### src/hw/swgpc_pkg.sv
`default_nettype none
// ----------------------------------------------------------------------
// constants of the pin control block
// ----------------------------------------------------------------------
package swgpc_pkg;
   localparam int unsigned NUM_PINS    = 4;
   localparam int unsigned WAKE_PINS   = 2;
   localparam int unsigned ADDR_W      = 8;
   localparam int unsigned DATA_W      = 32;
   localparam int unsigned PIN_STRIDE  = 4;
   localparam int unsigned IN_POS      = 0;
   localparam int unsigned DIR_POS     = 1;
   localparam int unsigned VAL_POS     = 2;
   localparam int unsigned RSVD_POS    = 3;
   localparam int unsigned SYNC_STAGES = 3;
   localparam logic [ADDR_W-1:0] GPC_OFFSET = 8'hb8;
   localparam logic       INPUT_RESET = 1'b1;
   localparam logic       DIR_RESET   = 1'b0;
   localparam logic       VAL_RESET   = 1'b0;
   localparam logic [DATA_W-1:0] RDATA_RESET = 32'h0000_0000;
endpackage
`default_nettype wire

### src/hw/swgpc_sync_if.sv
`timescale 1ns/1ps
`default_nettype none
// ----------------------------------------------------------------------
// raw pin levels in, settled levels out
// ----------------------------------------------------------------------
interface swgpc_sync_if #(
   parameter int unsigned WIDTH = 4
);
   logic [WIDTH-1:0] raw;
   logic [WIDTH-1:0] level;
   modport sync_side (input raw, output level);
   modport user_side (output raw, input level);
endinterface
`default_nettype wire

### src/hw/swgpc_pin_sync.sv
`timescale 1ns/1ps
`default_nettype none
module swgpc_pin_sync #(
   parameter int unsigned WIDTH = swgpc_pkg::NUM_PINS
) (
   input  wire logic        sys_clk,
   input  wire logic        reset_n,
   swgpc_sync_if.sync_side  bus
);
   import swgpc_pkg::*;

   typedef struct packed {
      logic [WIDTH-1:0] s1;
      logic [WIDTH-1:0] s2;
      logic [WIDTH-1:0] s3;
      logic [WIDTH-1:0] level;
   } swgpc_sync_state_t;

   swgpc_sync_state_t state;
   swgpc_sync_state_t next_state;

   // ----------------------------------------------------------------------
   // three stages, accept once stages two and three agree
   // ----------------------------------------------------------------------
   always_comb begin
      next_state       = state;
      next_state.s1    = bus.raw;
      next_state.s2    = state.s1;
      next_state.s3    = state.s2;
      for (int i = 0; i < WIDTH; i++) begin
         if (state.s2[i] == state.s3[i]) begin
            next_state.level[i] = state.s3[i];
         end
      end
   end

   always_ff @(posedge sys_clk or negedge reset_n) begin
      if (!reset_n) begin
         state <= '{s1: {WIDTH{INPUT_RESET}}, s2: {WIDTH{INPUT_RESET}},
                    s3: {WIDTH{INPUT_RESET}}, level: {WIDTH{INPUT_RESET}}};
      end else begin
         state <= next_state;
      end
   end

   assign bus.level = state.level;
endmodule // swgpc_pin_sync
`default_nettype wire

### src/hw/swgpc_top.sv
// What this block does
// - bit 0 reads pin 0 level, reset one
// - bit 1 sets pin 0 direction, reset input
// - bit 2 value driven on pin 0
// - pin 0 value needs port 1 wake off
// - pin 1 value needs port 2 wake off
// - pin 1 uses bits 4, 5, 6
// - pin 2 uses bits 8, 9, 10
// - pin 3 uses bits 12, 13, 14
// - wake enabled: port power sets pin value, oe stays with direction
`timescale 1ns/1ps
`default_nettype none
module swgpc_top (
   input  wire logic                          sys_clk,
   input  wire logic                          reset_n,
   input  wire logic [swgpc_pkg::ADDR_W-1:0]  reg_addr,
   input  wire logic [swgpc_pkg::DATA_W-1:0]  reg_wdata,
   input  wire logic                          reg_wr,
   input  wire logic                          reg_rd,
   output logic      [swgpc_pkg::DATA_W-1:0]  reg_rdata,
   input  wire logic [swgpc_pkg::WAKE_PINS-1:0] wake_cap_en,
   input  wire logic [swgpc_pkg::WAKE_PINS-1:0] port_power,
   input  wire logic [swgpc_pkg::NUM_PINS-1:0]  gpin_in,
   output logic      [swgpc_pkg::NUM_PINS-1:0]  gpin_out,
   output logic      [swgpc_pkg::NUM_PINS-1:0]  gpin_oe
);
   import swgpc_pkg::*;

   typedef struct packed {
      logic [NUM_PINS-1:0] dir;
      logic [NUM_PINS-1:0] val;
      logic [NUM_PINS-1:0] pin_out;
      logic [NUM_PINS-1:0] pin_oe;
      logic [DATA_W-1:0]   rdata;
   } swgpc_state_t;

   swgpc_state_t        state;
   swgpc_state_t        next_state;
   logic [DATA_W-1:0]   reg_view;
   logic                hit;
   logic [NUM_PINS-1:0] level;

   // ----------------------------------------------------------------------
   // input synchroniser
   // ----------------------------------------------------------------------
   swgpc_sync_if #(.WIDTH(NUM_PINS)) sync_bus ();

   assign sync_bus.raw = gpin_in;

   swgpc_pin_sync #(.WIDTH(NUM_PINS)) u_sync (
      .sys_clk (sys_clk),
      .reset_n (reset_n),
      .bus     (sync_bus.sync_side)
   );

   // register view sees a pin change on the fourth edge after it
   assign level = sync_bus.level;
   assign hit   = (reg_addr == GPC_OFFSET);

   // ----------------------------------------------------------------------
   // register view
   // ----------------------------------------------------------------------
   always_comb begin
      reg_view = '0;
      for (int i = 0; i < NUM_PINS; i++) begin
         reg_view[PIN_STRIDE*i+IN_POS]   = level[i];
         reg_view[PIN_STRIDE*i+DIR_POS]  = state.dir[i];
         reg_view[PIN_STRIDE*i+VAL_POS]  = state.val[i];
         reg_view[PIN_STRIDE*i+RSVD_POS] = 1'b0;
      end
   end

   // ----------------------------------------------------------------------
   // writes, pin drive, read data
   // ----------------------------------------------------------------------
   always_comb begin
      next_state = state;
      if (reg_wr && hit) begin
         for (int i = 0; i < NUM_PINS; i++) begin
            next_state.dir[i] = reg_wdata[PIN_STRIDE*i+DIR_POS];
            next_state.val[i] = reg_wdata[PIN_STRIDE*i+VAL_POS];
         end
      end
      next_state.pin_oe  = next_state.dir;
      next_state.pin_out = next_state.val;
      // wake override replaces the driven value only, oe stays with dir
      for (int i = 0; i < WAKE_PINS; i++) begin
         if (wake_cap_en[i]) begin
            next_state.pin_out[i] = port_power[i];
         end
      end
      next_state.rdata = (reg_rd && hit) ? reg_view : '0;
   end

   always_ff @(posedge sys_clk or negedge reset_n) begin
      if (!reset_n) begin
         state <= '{dir: {NUM_PINS{DIR_RESET}}, val: {NUM_PINS{VAL_RESET}},
                    pin_out: {NUM_PINS{VAL_RESET}}, pin_oe: {NUM_PINS{DIR_RESET}},
                    rdata: RDATA_RESET};
      end else begin
         state <= next_state;
      end
   end

   assign reg_rdata = state.rdata;
   assign gpin_out  = state.pin_out;
   assign gpin_oe   = state.pin_oe;

   // ----------------------------------------------------------------------
   // per pin checks
   // ----------------------------------------------------------------------

   for (genvar g = 0; g < NUM_PINS; g++) begin : g_pin_chk

   end
endmodule // swgpc_top
`default_nettype wire

### config.mk
export PLATFORM = sky130hd
export DESIGN_NAME = swgpc_top
export DESIGN_NICKNAME = d
export VERILOG_FILES = /design/src/hw/swgpc_pkg.sv /design/src/hw/swgpc_sync_if.sv /design/src/hw/swgpc_pin_sync.sv /design/src/hw/swgpc_top.sv
export SDC_FILE = /design/constraint.sdc
export NUM_CORES = 1
export LEC_CHECK = 0
export BUFFER_PORTS_ARGS = -buffer_cell sky130_fd_sc_hd__buf_2
export CAP_MARGIN = 10
export CELL_PAD_IN_SITES_DETAIL_PLACEMENT = 0
export CELL_PAD_IN_SITES_GLOBAL_PLACEMENT = 1
export CORE_MARGIN = 2
export CORE_UTILIZATION = 29
export DETAILED_ROUTE_END_ITERATION = 10
export GPL_ROUTABILITY_DRIVEN = 1
export HOLD_SLACK_MARGIN = 0.03
export PLACE_DENSITY = 0.8
export SLEW_MARGIN = 20
export SYNTH_ARGS = -nofsm -noshare
export SYNTH_HDL_FRONTEND = slang
export SYNTH_HIERARCHICAL = 1
export SYNTH_SLANG_ARGS = --single-unit
export TNS_END_PERCENT = 10
### constraint.sdc
create_clock -name sys_clk -period 0.8 [get_ports sys_clk]
set_input_delay 0.04 -clock sys_clk [delete_from_list [all_inputs] [get_ports sys_clk]]
set_output_delay 0.04 -clock sys_clk [all_outputs]
set_load 0.01 [all_outputs]
==> run summary <==
The count of nets left with antenna violations once routing finished came out at 0. Of all nets on the critical path, the largest fanout is 3. The floorplan step defined a core boundary enclosing 0.005107 sq mm. The signal on the critical path passes through buf_2.

Clock-pin slew was measured on the worst setup and hold paths at 70 ps. TritonCTS built the clock tree. The final layout contains 225 nets. For the worst-skew pair, the clock arrives at the later sink with an insertion delay of 280 ps. Yosys printed 6 warnings. Relative to the synthesized area, the layout overhead comes to 37.00%.

Number of buffers added on ports: 47. The min-delay analysis places its worst path in the category primary input to flop. Count of routing violations after the opening detailed-route iteration: 36. The post-synthesis xor/xnor area fraction was 0; the number of sinks handled by clock tree synthesis was 38. After detailed routing, the wire length on met1 is 948 microns. The worst path needs 858.3 ps of the cycle, external delays included.

The run gives 2.635 mm as the total routed wirelength. The run gives 0.09394 as the overall routing resource usage. Wire segments on met3 add up to 165 microns in the final route. The die is 76.52 microns tall. The origin of the worst setup path was gpin_oe[0]. The worst setup path is of the flop to output port kind. The largest area contributor in the synthesized netlist was dfrtp_1.

The initial antenna violation count was 0. The run finished, with violations left. The tools report the fraction of the yosys area taken by sequential cells as 0.6366. The delay contributed by the slowest stage of the critical path is 390 ps, and the count of flip-flops with a built-in enable after synthesis is 0. The logs give 92 for the total I/O pin count and 0 for the number of antenna cells inserted.

The final worst-path cycle share is 1.073. The critical path buffer and inverter count is 1. For the final routed database, the setup TNS stands at -594.2 ps. The compound-cell area share of the yosys netlist works out to 0.02297. Dividing total power by cell area gives a power density of 1780 mW/mm^2. Ranked by total cell area, the synthesized netlist is headed by dfrtp_1, dfstp_2, buf_4. For the worst setup margin, the log shows -58.34 ps. STA classifies the critical path endpoint as an output port.

The run gives 0.002090 sq mm as the final cell area excluding filler cells. The tools report the number of buffers on the longest clock path as 2. Worst IR drop on VDD: 0.0005181 V. At the worst endpoint, the arrival time is 820 ps. The commonest cells after synthesis are buf_4, dfrtp_1, dfstp_2. Gate count of the mapped netlist: 110. In this run the mean area of a mapped cell was 13.87 sq um. The post-synthesis async set-or-reset flop share is 1.000, and the mux share of post-synthesis cell area is 0.05906. After floorplanning, the core was divided into 26 placement rows. The detailed-routed wire length on met2 is 1.475 mm.

Adder-cell share of the synthesized area: 0.02953. Most frequently used flop master after synthesis: dfrtp_1. The checks that failed: negative setup slack. The die covers 0.005855 sq mm. The first global-routing pass estimated 4.112 mm of wire. The tools report the total leakage power as 1.068 nW.

The highest metal layer carrying signal wires in the routed design is met4. The kind of cell adding the most delay to the critical path was flip-flops. The total overflow left after global routing is 0.

Most frequently used cell type in the post-synthesis netlist: buf_4. Fraction of layout instances using a drive strength above 1: 0.5862. The first detailed-routing pass took 4 iterations.

The startpoint of the worst register-to-register path is reg_view[6]. Data on the critical path is required at its endpoint by 760 ps. Dominant combinational cell family by area after synthesis: buffers and inverters. The congestion estimate from routability-driven global placement came to 0.7035.

The achievable frequency is 1.165 GHz, and the floorplan die width is 76.52 microns. The max-slew violation count is 0, and the level count of the clock H-tree is 2. The routed length per placed instance is 10.80 microns. CTS placed an instance of clkbuf_8 at the clock tree root. Entering global routing, the biggest net connects 39 pins. The launching element type of the critical path was a flop. The run gives 0.2986 as the initial core utilization.

Vias after detailed routing: 924. The simple-gate portion of the synthesized area works out to 0.09434. After detailed routing, the number of remaining DRC violations is 0.

The final-report hold violation count was 0. The fraction of post-synthesis cell area in the top cell type by area is 0.3610. The placed instance area is 0.001774 sq mm, and the worst hold slack across all endpoints is 41.66 ps. Setup repair after global routing could not meet its margin everywhere. For the post-DP HPWL, the log shows 1.849 mm. The clock tree skew after final layout is 2.579 ps. Setup violations remaining at the end of the flow were counted as 28. The cell at the slowest stage of the critical path was dfrtp_1.

The mapped netlist covers 0.001525 sq mm. The average via count per standard cell works out to 3.787. The worst min-delay path startpoint was port_power[1]. The via count of the first global-routing pass is 884. Max-cap violations in this run came to 0. Counting the buffers created by CTS gives 5. The number of synthesized register bits is 38, and the number of unique standard cell types used by synthesis is 18.
state kept, by name, summed over array words and instances (netlist names):
signal	cells
reg_view	2
gpin_oe	4
u_sync/next_state	8
gpin_out	4
reg_rdata	12
u_sync/bus.level	4
u_sync/state	4
layout by cell type, fill, tap and decap left out, types with 5 or more instances in the layout:
cell type,Yosys,routed
clkbuf_8,0,6
buf_6,0,5
and2_1,12,9
buf_2,0,43
conb_1,1,20
dfstp_2,16,16
dlygate4sd3_1,0,13
mux2_2,8,7
dfrtp_1,22,22
cell families after synthesis:
kind of cell	Yosys count
compound gates	4
fa+ha+maj	4
buf+inv	33
flops	38
mux	8
other cells	1
simple gates	22
path summary, 6_finish.rpt:
path / cells past startpoint / to / slack (ps)
max: 1 / gpin_oe[0] / -60
min: 4 / gpin_out[1] / 40
max reg2reg: 1 / reg_view[6] / 10
min reg2reg: 0 / u_sync/next_state[5] / 360
max in group asynchronous: 3 / u_sync/next_state[9] / 280
min in group asynchronous: 3 / reg_rdata[12] / 260
routing by layer:
| metal | track usage | vias up |
|---|---|---|
| met3 | 0.03791 | 4 |
| met4 | 0.04909 | 0 |
| met1 | 0.09729 | 445 |
| met5 | 0 | - |
| li1 | - | 440 |
| met2 | 0.1628 | 35 |
layout make-up:
| type | instances | area, sq um |
|---|---|---|
| Clock inverter | 1 | 5.005 |
| Fill cell | 509 | 3018 |
| Multi-Input combinational cell | 59 | 465.4 |
| Clock buffer | 7 | 86.33 |
| Tap cell | 70 | 87.58 |
| Sequential cell | 38 | 970.9 |
| Timing Repair Buffer | 67 | 466.7 |
| Inverter | 2 | 7.507 |
where the power goes:
part | internal, mW | leakage [nW] | switching [mW]
clock network | 0.694 | 0.0482 | 0.589
logic | 0.190 | 0.548 | 0.171
registers | 2.04 | 0.472 | 0.0392
total | 2.92 | 1.07 | 0.799
through the flow:
step | setup slack [ps] | utilization | cells | power [mW]
after floorplan | -267.7 | - | 129 | 2.344
after global placement | -427.0 | 0.3474 | 219 | 2.388
after detailed placement | -452.8 | 0.3474 | 219 | 2.399
after CTS | -75.95 | 0.4032 | 244 | 3.788
after global routing | -116.1 | 0.4091 | 244 | 3.925
final | -58.34 | 0.4091 | 244 | 3.720
what timing repair did:
item | in CTS | in global routing
hold buffers | 13 | 0
endpoints found under the setup margin | 30 | 42
pin swaps | 6 | 3
gates cloned | 1 | 0
gates resized for setup | 8 | 8
endpoints found under the hold margin | 50 | 0
setup buffers | 3 | 0
No activity file was read; power rests on OpenSTA's default activity.
